## src/hdl/rlip_consts.vh

```
// Purpose: shared constants of the receive line input port
// Assumes: included by bare name from the design files
// Notes:   register indices are word indices, byte address is four times
`ifndef RLIP_CONSTS_VH
`define RLIP_CONSTS_VH

// register word indices
`define RLIP_IDX_CTRL 3'h0
`define RLIP_IDX_STAT 3'h1
`define RLIP_IDX_IRQ_STAT 3'h2
`define RLIP_IDX_IRQ_MASK 3'h3
`define RLIP_IDX_VCOUNT 3'h4

// control fields
`define RLIP_CTRL_LIU_EN 0
`define RLIP_CTRL_SINGLE 1
`define RLIP_CTRL_CLK_SEL 2
`define RLIP_CTRL_CLK_INV 3
`define RLIP_CTRL_POS_INV 4
`define RLIP_CTRL_W 5
`define RLIP_CTRL_RST 5'h00

// status fields
`define RLIP_STAT_LAST_POS 0
`define RLIP_STAT_LAST_NEG 1
`define RLIP_STAT_CLK_OK 2
`define RLIP_STAT_W 3

// interrupt event fields
`define RLIP_EV_VIOL 0
`define RLIP_EV_SAT 1
`define RLIP_EV_BOTH 2
`define RLIP_EV_CLK_LOSS 3
`define RLIP_EV_W 4
`define RLIP_EV_RST 4'h0

// reference clock missing timeout
`define RLIP_CLK_PERIOD_NS 10
`define RLIP_LOSS_TIME_NS 640
`define RLIP_LOSS_CYCLES (`RLIP_LOSS_TIME_NS / `RLIP_CLK_PERIOD_NS)

`endif

```

## src/hdl/rlip_cnt.v

```verilog
// Purpose: saturating violation counter
// Assumes: inc and clr on the same clock
// Notes:   clear with increment in the same cycle loads one
module rlip_cnt #(
   parameter W = 16
) (
   // clock and reset
   input wire clk,
   input wire rst,
   // control
   input wire inc,
   input wire clr,
   // result
   output reg [W-1:0] count,
   output reg sat_pulse
);

   wire at_max;

   assign at_max = &count;

   // count, clear, saturate at all ones
   always @(posedge clk) begin
      if (rst) begin
         count <= {W{1'b0}};
         sat_pulse <= 1'b0;
      end else begin
         sat_pulse <= 1'b0;
         if (clr && inc) begin
            count <= {{(W-1){1'b0}}, 1'b1};
         end else if (clr) begin
            count <= {W{1'b0}};
         end else if (inc && !at_max) begin
            count <= count + {{(W-1){1'b0}}, 1'b1};
            if (count == {{(W-1){1'b1}}, 1'b0}) begin
               sat_pulse <= 1'b1;
            end
         end
      end
   end

endmodule

```

## src/hdl/rlip_sync.v

```verilog
// Purpose: three-stage synchroniser with agreement filter
// Assumes: inputs are asynchronous to clk
// Notes:   output follows once stages two and three agree
module rlip_sync #(
   parameter W = 4
) (
   // clock and reset
   input wire clk,
   input wire rst,
   // async in, filtered out
   input wire [W-1:0] din,
   output reg [W-1:0] dout
);

   reg [W-1:0] s1_r;
   reg [W-1:0] s2_r;
   reg [W-1:0] s3_r;
   integer i;

   // shift chain, first stage feeds only the second
   always @(posedge clk) begin
      if (rst) begin
         s1_r <= {W{1'b0}};
         s2_r <= {W{1'b0}};
         s3_r <= {W{1'b0}};
      end else begin
         s1_r <= din;
         s2_r <= s1_r;
         s3_r <= s2_r;
      end
   end

   // accept a bit only where stages two and three agree
   always @(posedge clk) begin
      if (rst) begin
         dout <= {W{1'b0}};
      end else begin
         for (i = 0; i < W; i = i + 1) begin
            if (s2_r[i] == s3_r[i]) begin
               dout[i] <= s3_r[i];
            end
         end
      end
   end

endmodule

```

## src/hdl/rlip_top.v

```verilog
// Purpose: receive line input port, external or internal line interface
// Assumes: Avalon-MM slave, word addressed, line pins async to SYS_CLK
// Notes:   line clock is oversampled, edges found on SYS_CLK
//
// Contract
// RQ1 - In a bipolar mode with the internal unit off, a high positive rail means a positive pulse in that bit period.
// RQ2 - In a bipolar mode with the internal unit off, a high negative rail means a negative pulse in that bit period.
// RQ3 - Line inputs are sampled on the rising reference edge, or the falling edge when the reference is inverted.
// RQ4 - The reference is the line clock input by default and can be switched to the recovered clock output.
// RQ5 - The positive rail or data input has a selectable polarity inversion applied before interpretation.
// RQ6 - In single-rail mode the positive rail carries undecoded data, one bit per reference clock.
// RQ7 - In single-rail mode the violation counter increments once per sampling clock with the violation input high.
// RQ8 - With the internal unit enabled the line clock input is ignored and data comes from the internal unit.
//
// Added by the designer: the placing of the registers and the Avalon-MM slave port.
`include "rlip_consts.vh"

module rlip_top #(
   parameter CNT_W = 16,
   parameter LOSS_CYCLES = `RLIP_LOSS_CYCLES
) (
   // clock and reset
   input wire SYS_CLK,
   input wire RESET,
   // avalon-mm slave
   input wire [2:0] AVS_ADDRESS,
   input wire AVS_READ,
   input wire AVS_WRITE,
   input wire [31:0] AVS_WRITEDATA,
   input wire [3:0] AVS_BYTEENABLE,
   output reg [31:0] AVS_READDATA,
   output wire AVS_WAITREQUEST,
   // interrupt
   output wire IRQ,
   // external line interface pins
   input wire RX_LINE_CLOCK_IN,
   input wire RX_POSITIVE_RAIL,
   input wire RX_NEGATIVE_RAIL,
   // recovered clock from clock recovery, and its pin
   input wire RX_RECOVERED_CLOCK,
   output reg RX_RECOVERED_CLOCK_OUT,
   // internal line interface unit, same clock domain
   input wire LIU_RX_POS,
   input wire LIU_RX_NEG,
   input wire LIU_RX_STROBE,
   // received bits toward the decoder
   output reg RX_BIT_VALID,
   output reg RX_BIT_POS,
   output reg RX_BIT_NEG,
   output reg RX_BIT_SINGLE
);

   // control and status storage
   reg [`RLIP_CTRL_W-1:0] ctrl_r;
   reg [`RLIP_EV_W-1:0] irq_stat_r;
   reg [`RLIP_EV_W-1:0] irq_stat_nxt;
   reg [`RLIP_EV_W-1:0] irq_mask_r;
   reg ack_r;
   reg last_pos_r;
   reg last_neg_r;
   reg ref_prev_r;
   reg clk_ok_r;
   reg [15:0] idle_cnt_r;
   reg loss_pulse_r;

   wire liu_en;
   wire single_mode;
   wire clk_sel;
   wire clk_inv;
   wire pos_inv;
   wire [3:0] sync_out;
   wire s_lclk;
   wire s_rclk;
   wire s_pos;
   wire s_neg;
   wire ref_lvl;
   wire ref_edge;
   wire take;
   wire bit_pos;
   wire bit_neg;
   wire viol_inc;
   wire both_ev;
   wire [CNT_W-1:0] vcount;
   wire sat_pulse;
   wire wr_hit;
   wire rd_go;
   wire cnt_clr;
   wire [`RLIP_EV_W-1:0] ev_set;
   wire [15:0] loss_lim;

   // read data mux, unmapped reads zero
   function [31:0] rd_mux;
      input [2:0] idx;
      input [`RLIP_CTRL_W-1:0] c;
      input [`RLIP_STAT_W-1:0] s;
      input [`RLIP_EV_W-1:0] st;
      input [`RLIP_EV_W-1:0] mk;
      input [CNT_W-1:0] vc;
      begin
         rd_mux = 32'h0000_0000;
         case (idx)
            `RLIP_IDX_CTRL: rd_mux[`RLIP_CTRL_W-1:0] = c;
            `RLIP_IDX_STAT: rd_mux[`RLIP_STAT_W-1:0] = s;
            `RLIP_IDX_IRQ_STAT: rd_mux[`RLIP_EV_W-1:0] = st;
            `RLIP_IDX_IRQ_MASK: rd_mux[`RLIP_EV_W-1:0] = mk;
            `RLIP_IDX_VCOUNT: rd_mux[CNT_W-1:0] = vc;
            default: rd_mux = 32'h0000_0000;
         endcase
      end
   endfunction

   // write strobe for one register index
   function wr_sel;
      input [2:0] idx;
      input [2:0] want;
      input go;
      input be0;
      begin
         wr_sel = go && be0 && (idx == want);
      end
   endfunction

   // control field aliases
   assign liu_en = ctrl_r[`RLIP_CTRL_LIU_EN];
   assign single_mode = ctrl_r[`RLIP_CTRL_SINGLE];
   assign clk_sel = ctrl_r[`RLIP_CTRL_CLK_SEL];
   assign clk_inv = ctrl_r[`RLIP_CTRL_CLK_INV];
   assign pos_inv = ctrl_r[`RLIP_CTRL_POS_INV];

   // bus handshake: one wait cycle, then the access completes
   assign AVS_WAITREQUEST = (AVS_READ || AVS_WRITE) && !ack_r;
   assign wr_hit = AVS_WRITE && ack_r;
   assign rd_go = AVS_READ && !ack_r;

   // acknowledge toggles for one cycle per access
   always @(posedge SYS_CLK) begin
      if (RESET) begin
         ack_r <= 1'b0;
      end else if (ack_r) begin
         ack_r <= 1'b0;
      end else begin
         ack_r <= AVS_READ || AVS_WRITE;
      end
   end

   // read data captured in the wait cycle, stands while ack is high
   always @(posedge SYS_CLK) begin
      if (RESET) begin
         AVS_READDATA <= 32'h0000_0000;
      end else if (rd_go) begin
         AVS_READDATA <= rd_mux(AVS_ADDRESS, ctrl_r, {clk_ok_r, last_neg_r, last_pos_r},
                                irq_stat_r, irq_mask_r, vcount);
      end
   end

   // control and mask registers
   always @(posedge SYS_CLK) begin
      if (RESET) begin
         ctrl_r <= `RLIP_CTRL_RST;
         irq_mask_r <= `RLIP_EV_RST;
      end else begin
         if (wr_sel(AVS_ADDRESS, `RLIP_IDX_CTRL, wr_hit, AVS_BYTEENABLE[0])) begin
            ctrl_r <= AVS_WRITEDATA[`RLIP_CTRL_W-1:0];
         end
         if (wr_sel(AVS_ADDRESS, `RLIP_IDX_IRQ_MASK, wr_hit, AVS_BYTEENABLE[0])) begin
            irq_mask_r <= AVS_WRITEDATA[`RLIP_EV_W-1:0];
         end
      end
   end

   // a write to the counter word with byte lane 0 enabled clears it
   assign cnt_clr = wr_sel(AVS_ADDRESS, `RLIP_IDX_VCOUNT, wr_hit, AVS_BYTEENABLE[0]);

   // synchronise the four asynchronous line pins
   rlip_sync #(
      .W(4)
   ) u_sync (
      .clk(SYS_CLK),
      .rst(RESET),
      .din({RX_RECOVERED_CLOCK, RX_LINE_CLOCK_IN, RX_NEGATIVE_RAIL, RX_POSITIVE_RAIL}),
      .dout(sync_out)
   );

   assign s_pos = sync_out[0];
   assign s_neg = sync_out[1];
   assign s_lclk = sync_out[2];
   assign s_rclk = sync_out[3];

   // recovered clock pin driven from its filtered copy
   always @(posedge SYS_CLK) begin
      if (RESET) begin
         RX_RECOVERED_CLOCK_OUT <= 1'b0;
      end else begin
         RX_RECOVERED_CLOCK_OUT <= s_rclk;
      end
   end

   // reference select, inversion handled at the edge detector
   assign ref_lvl = clk_sel ? s_rclk : s_lclk; // [RQ4]

   // history of the raw selected reference
   always @(posedge SYS_CLK) begin
      if (RESET) begin
         ref_prev_r <= 1'b0;
      end else begin
         ref_prev_r <= ref_lvl;
      end
   end

   // rising or falling edge; flipping the invert bit alone makes no false edge
   assign ref_edge = clk_inv ? (!ref_lvl && ref_prev_r) : (ref_lvl && !ref_prev_r); // [RQ3]

   // source select: internal unit ignores the line clock entirely
   assign take = liu_en ? LIU_RX_STROBE : ref_edge; // [RQ8]
   assign bit_pos = liu_en ? LIU_RX_POS : (s_pos ^ pos_inv); // [RQ5] [RQ8]
   assign bit_neg = liu_en ? LIU_RX_NEG : s_neg;

   // pulse marks: positive and negative rails per bit period
   always @(posedge SYS_CLK) begin
      if (RESET) begin
         RX_BIT_VALID <= 1'b0;
         RX_BIT_POS <= 1'b0;
         RX_BIT_NEG <= 1'b0;
         RX_BIT_SINGLE <= 1'b0;
      end else begin
         RX_BIT_VALID <= take;
         if (take) begin
            RX_BIT_POS <= bit_pos; // [RQ1] [RQ6]
            RX_BIT_NEG <= single_mode ? 1'b0 : bit_neg; // [RQ2]
            RX_BIT_SINGLE <= single_mode; // [RQ6]
         end
      end
   end

   // last sampled rail values for status
   always @(posedge SYS_CLK) begin
      if (RESET) begin
         last_pos_r <= 1'b0;
         last_neg_r <= 1'b0;
      end else if (take) begin
         last_pos_r <= bit_pos;
         last_neg_r <= bit_neg;
      end
   end

   // violation flag counts once per sampling clock in single-rail mode
   assign viol_inc = take && single_mode && bit_neg; // [RQ7]

   // both rails high in a bipolar bit period is not a valid symbol
   assign both_ev = take && !single_mode && bit_pos && bit_neg;

   rlip_cnt #(
      .W(CNT_W)
   ) u_cnt (
      .clk(SYS_CLK),
      .rst(RESET),
      .inc(viol_inc),
      .clr(cnt_clr),
      .count(vcount),
      .sat_pulse(sat_pulse)
   );

   // reference clock activity watchdog, limit cut to the counter width
   localparam [31:0] LOSS_LIM_W = LOSS_CYCLES;
   assign loss_lim = LOSS_LIM_W[15:0];

   always @(posedge SYS_CLK) begin
      if (RESET) begin
         idle_cnt_r <= 16'h0000;
         clk_ok_r <= 1'b0;
         loss_pulse_r <= 1'b0;
      end else begin
         loss_pulse_r <= 1'b0;
         if (take) begin
            idle_cnt_r <= 16'h0000;
            clk_ok_r <= 1'b1;
         end else if (idle_cnt_r < loss_lim) begin
            idle_cnt_r <= idle_cnt_r + 16'h0001;
         end else if (clk_ok_r) begin
            clk_ok_r <= 1'b0;
            loss_pulse_r <= 1'b1;
         end
      end
   end

   // sticky events, set wins over write-one clear
   assign ev_set = {loss_pulse_r, both_ev, sat_pulse, viol_inc};

   always @* begin
      irq_stat_nxt = irq_stat_r;
      if (wr_sel(AVS_ADDRESS, `RLIP_IDX_IRQ_STAT, wr_hit, AVS_BYTEENABLE[0])) begin
         irq_stat_nxt = irq_stat_r & ~AVS_WRITEDATA[`RLIP_EV_W-1:0];
      end
      irq_stat_nxt = irq_stat_nxt | ev_set;
   end

   always @(posedge SYS_CLK) begin
      if (RESET) begin
         irq_stat_r <= `RLIP_EV_RST;
      end else begin
         irq_stat_r <= irq_stat_nxt;
      end
   end

   // level interrupt while an unmasked event is pending
   assign IRQ = |(irq_stat_r & irq_mask_r);

endmodule

```

## config.mk

```make
export PLATFORM = sky130hd
export DESIGN_NAME = rlip_top
export DESIGN_NICKNAME = d
export VERILOG_FILES = /design/src/hdl/rlip_cnt.v /design/src/hdl/rlip_sync.v /design/src/hdl/rlip_top.v
export VERILOG_INCLUDE_DIRS = /design/src /design/src/hdl
export SDC_FILE = /design/constraint.sdc
export NUM_CORES = 1
export LEC_CHECK = 0
export BUFFER_PORTS_ARGS = -buffer_cell sky130_fd_sc_hd__buf_2
export CAP_MARGIN = 20
export CORE_MARGIN = 4
export CORE_UTILIZATION = 55
export CTS_BUF_LIST = sky130_fd_sc_hd__clkbuf_8
export DETAILED_ROUTE_END_ITERATION = 8
export PLACE_DENSITY_LB_ADDON = 0.08
export SYNTH_ARGS = -nofsm -noshare
export SYNTH_HDL_FRONTEND = slang
export SYNTH_SLANG_ARGS = --single-unit
```

## constraint.sdc

```tcl
create_clock -name SYS_CLK -period 2.6 [get_ports SYS_CLK]
set_input_delay 0.52 -clock SYS_CLK [delete_from_list [all_inputs] [get_ports SYS_CLK]]
set_output_delay 0.52 -clock SYS_CLK [all_outputs]
set_load 0.005 [all_outputs]
```

==> metrics.txt <==
# TYPE chip_impl_metric gauge
chip_impl_metric{name="intPower",unit="mW"} 1.86
chip_impl_metric{name="cp_data_arrival_time",unit="ns"} 2.53
chip_impl_metric{name="critical_path_required",unit="ns"} 2.89
chip_impl_metric{name="drt_pre_antenna_iters",unit=""} 4
chip_impl_info{name="critical_path.endpoint_type",value="flip-flop"} 1
chip_impl_metric{name="tns",unit="ns"} 0
chip_impl_info{name="grt.busiest_layer",value="met2"} 1
chip_impl_metric{name="pin_count_of_the_biggest_net_entering_global_routing",unit=""} 34
chip_impl_metric{name="period_share",unit=""} 0.862
chip_impl_info{name="path_cells",value="mux2i_1 > mux2i_1 > o21ai_2 > or4_1 > a21oi_1"} 1
chip_impl_metric{name="antenna_found_initial",unit=""} 0
chip_impl_metric{name="first_global_vias",unit=""} 2671
chip_impl_info{name="synth_flop_cell",value="sky130_fd_sc_hd__dfxtp_1"} 1
chip_impl_metric{name="global_route.usage.met2",unit=""} 0.296
chip_impl_metric{name="cp.depth",unit=""} 5
chip_impl_metric{name="synthToLayoutAreaGrowth",unit="%"} 11.1
chip_impl_metric{name="p_switching",unit="mW"} 0.583
chip_impl_metric{name="critical_path.max_stage_delay",unit="ns"} 0.59
chip_impl_metric{name="worst-slew-pin-transition",unit="ns"} 0.922
chip_impl_metric{name="clock_sink_count",unit=""} 88
chip_impl_metric{name="hold_viol_final",unit=""} 0
chip_impl_info{name="crit_path_kind",value="flip-flop to flip-flop"} 1
chip_impl_info{name="synth_most_common_cell",value="sky130_fd_sc_hd__dfxtp_1"} 1
chip_impl_info{name="critical-path-top-cell-by-count",value="sky130_fd_sc_hd__mux2i_1"} 1
chip_impl_info{name="clock_tree_from_tritoncts",value="yes"} 1
chip_impl_metric{name="buffer_ports.inserted",unit=""} 42
chip_impl_info{name="most_area_hungry_cell_type_in_the_yosys_netlist",value="sky130_fd_sc_hd__dfxtp_1"} 1
chip_impl_metric{name="layout.filler_cells",unit=""} 559
chip_impl_info{name="synth_common_cells",value="88 x sky130_fd_sc_hd__dfxtp_1, 49 x sky130_fd_sc_hd__nor2_1, 26 x sky130_fd_sc_hd__nand2_1"} 1
chip_impl_metric{name="ys_warn_count",unit=""} 0
chip_impl_metric{name="drt_iter0_drc",unit=""} 171
chip_impl_metric{name="synth.cell_area",unit="sq um"} 3720
chip_impl_metric{name="die_height",unit="microns"} 90.2
chip_impl_metric{name="number_of_enable_type_register_cells_in_the_synthesized_netlist",unit=""} 0
chip_impl_metric{name="proportion_of_total_power_due_to_net_switching",unit=""} 0.239
chip_impl_metric{name="synth_area_per_cell",unit="sq um"} 9.27
chip_impl_metric{name="cts_hold_buffers",unit=""} 0
chip_impl_metric{name="min_period",unit="ns"} 2.24
chip_impl_metric{name="fin_nets",unit=""} 493
chip_impl_metric{name="insertion_delay",unit="ns"} 0.36
chip_impl_metric{name="cts_repair_resize_count",unit=""} 0
chip_impl_info{name="yosys-top-cells-area",value="sky130_fd_sc_hd__dfxtp_1 47%, sky130_fd_sc_hd__mux2i_1 6.5%, sky130_fd_sc_hd__nor2_1 4.9%, sky130_fd_sc_hd__buf_4 3.2%, sky130_fd_sc_hd__nor2b_1 3.0%"} 1
chip_impl_metric{name="timing.clock.skew",unit="ns"} 0.00939
chip_impl_info{name="setup.worst_path.start_class",value="flip-flop"} 1
chip_impl_metric{name="synth-seq-area-share",unit=""} 0.474
chip_impl_metric{name="die_width",unit="microns"} 90.2
chip_impl_metric{name="layout_cells_sized_above_1",unit=""} 0.169
chip_impl_metric{name="pre_cts_ws",unit="ns"} 0.379
chip_impl_metric{name="min_delay_path_depth",unit=""} 2
chip_impl_metric{name="die_area",unit="sq um"} 8140
chip_impl_info{name="clk_root_buffer_cell",value="sky130_fd_sc_hd__clkbuf_8"} 1
chip_impl_metric{name="synth.lib_cells_used.distinct",unit=""} 48
chip_impl_metric{name="antenna-diode-count",unit=""} 0
chip_impl_metric{name="worstPathBufferInverterCount",unit=""} 0
chip_impl_metric{name="final_antenna_net_count",unit=""} 0
chip_impl_metric{name="cts_setup_buffers",unit=""} 0
chip_impl_metric{name="ys_seq_elements",unit=""} 88
chip_impl_metric{name="power.density",unit="nW/um^2"} 591
chip_impl_metric{name="avgRoutedWirePerCell",unit="microns"} 14.3
chip_impl_metric{name="setup_viol",unit=""} 0
chip_impl_metric{name="via_count",unit=""} 2933
chip_impl_metric{name="place_congestion",unit=""} 0.837
chip_impl_metric{name="grt_use_total",unit=""} 0.192
chip_impl_metric{name="io_pins",unit=""} 89
chip_impl_metric{name="drv_cap",unit=""} 0
chip_impl_metric{name="timing.critical_path.fanout_max",unit=""} 24
chip_impl_metric{name="pwr-share-clk",unit=""} 0.390
chip_impl_metric{name="report.final.slew_viol_count",unit=""} 0
chip_impl_metric{name="worst_setup_hold_path_clk_slew",unit="ns"} 0.09
chip_impl_info{name="setup_repair_after_global_routing_missed_its_margin",value="no"} 1
chip_impl_metric{name="met3_usage",unit=""} 0.0751
chip_impl_metric{name="synth_top_cell_area_share",unit=""} 0.474
chip_impl_metric{name="fmax",unit="GHz"} 0.446
chip_impl_info{name="cp_slowest_cell",value="sky130_fd_sc_hd__or4_1"} 1
chip_impl_metric{name="comb_power_share",unit=""} 0.046
chip_impl_metric{name="drc",unit=""} 0
chip_impl_metric{name="grt_pass1_wl",unit="microns"} 12800
chip_impl_metric{name="cts.path.max_buffers",unit=""} 2
chip_impl_metric{name="power.sequential.fraction",unit=""} 0.563
chip_impl_metric{name="fp-row-count",unit=""} 29
chip_impl_metric{name="vias_per_cell",unit=""} 5.62
chip_impl_info{name="timing.critical_path.max_delay_family",value="multiplexers"} 1
chip_impl_metric{name="syn-instance-count",unit=""} 401
chip_impl_metric{name="routed_wirelength",unit="microns"} 7470
chip_impl_metric{name="core_area",unit="sq um"} 6460
chip_impl_metric{name="p_leak",unit="nW"} 1.63
chip_impl_metric{name="grtUsageMet1",unit=""} 0.249
chip_impl_metric{name="cts_max_level",unit=""} 3
chip_impl_info{name="status",value="completed"} 1
chip_impl_metric{name="irDropWorstVdd",unit="uV"} 443
chip_impl_metric{name="placed_wire_length_estimate_after_detailed_placement",unit="microns"} 5360
chip_impl_metric{name="floorplan.initialDensity",unit=""} 0.576
chip_impl_metric{name="finalHoldWorstSlack",unit="ns"} 0.362
chip_impl_metric{name="depth_of_the_worst_register_to_register_path",unit=""} 5
chip_impl_metric{name="global_route.overflow_total",unit=""} 0
chip_impl_metric{name="slew_headroom",unit=""} 0.385
chip_impl_info{name="timing.hold.worst.class",value="input port to flip-flop"} 1
chip_impl_metric{name="async_set_or_reset_flop_fraction_in_the_synthesized_netlist",unit=""} 0
chip_impl_metric{name="cts_made_buffers",unit=""} 9
chip_impl_metric{name="post-route-worst-setup-slack",unit="ns"} 0.358
## worst paths after layout
kind | start | endpoint | slack, ns
max | ctrl_r[2] | u_cnt.count[3] | 0.36
min | RX_RECOVERED_CLOCK | u_sync.s1_r[3] | 0.36
max reg2reg | ctrl_r[2] | u_cnt.count[3] | 0.36
min reg2reg | u_sync.s1_r[0] | u_sync.s2_r[0] | 0.44
## flip-flops by register name, indices dropped and copies added, names as in the netlist, 4 cells and up
| signal | cells |
|---|---|
| ctrl_r | 5 |
| u_sync.s3_r | 4 |
| idle_cnt_r | 16 |
| u_sync.s2_r | 4 |
| u_sync.s1_r | 4 |
| irq_stat_r | 4 |
| irq_mask_r | 4 |
| AVS_READDATA | 16 |
| u_sync.dout | 4 |
| u_cnt.count | 16 |
## cell families after synthesis
kind of cell	Yosys count	share of synthesized area
and+or+nand+nor	166	0.235
AOI/OAI and AO/OA	69	0.124
xor gates and xnor gates	6	0.0141
DFF	88	0.474
other	1	0.00101
adders and majority gates	3	0.0101
buffers and inverters	40	0.0589
muxes	28	0.0828
## power groups by stage
stage	Combinational, mW	Sequential, mW	Clock [mW]
6_report	0.113	1.38	0.953
5_1_grt	0.128	1.38	1.05
4_1_cts	0.114	1.38	0.985
3_5_place_dp	0.114	1.41	0
3_3_place_gp	0.112	1.41	0
2_1_floorplan	0.0890	1.41	0
## per-stage QoR
stage                      util  area [sq um]  power [mW]  instances
after floorplan               -          3770        1.49        416
after global placement    0.608          3930        1.52        506
after detailed placement  0.608          3930        1.52        506
after CTS                 0.639          4130        2.47        522
after global routing      0.639          4130        2.56        522
final                     0.639          4130        2.44        522
## cell usage in the layout, fill, tap and decap left out, types with 4 or more instances in the layout
cell,instances
sky130_fd_sc_hd__nand3_1,13
sky130_fd_sc_hd__buf_4,7
sky130_fd_sc_hd__or4_1,9
sky130_fd_sc_hd__a22oi_1,13
sky130_fd_sc_hd__dfxtp_1,88
sky130_fd_sc_hd__a21oi_1,20
sky130_fd_sc_hd__o21ai_0,8
sky130_fd_sc_hd__nor3_1,6
sky130_fd_sc_hd__nor2b_1,18
sky130_fd_sc_hd__and2_1,10
sky130_fd_sc_hd__buf_2,42
sky130_fd_sc_hd__clkbuf_8,9
sky130_fd_sc_hd__inv_1,4
sky130_fd_sc_hd__conb_1,16
sky130_fd_sc_hd__and3_1,8
sky130_fd_sc_hd__nand4_1,4
sky130_fd_sc_hd__mux2i_1,24
sky130_fd_sc_hd__nand2_1,26
sky130_fd_sc_hd__o31ai_1,7
sky130_fd_sc_hd__nor4_1,4
sky130_fd_sc_hd__nor2_1,49
## layer usage
layer	vias up	share of wire	wire length, microns
li1	1474	-	-
met1	1380	0.47	3550
met2	71	0.45	3380
met3	8	0.061	455
met4	0	0.012	89
met5	-	0	0
## layout make-up
cell class,count,area [sq um],area share
clock buffer,9,124,0.0300
inverter,4,15.0,0.00364
multi-input combinational,288,1790,0.434
tap,77,96.3,0.0233
timing repair buffer,49,263,0.0636
sequential,88,1760,0.427
clock inverter,7,76.3,0.0185
Power figures use the tool's default switching activity.
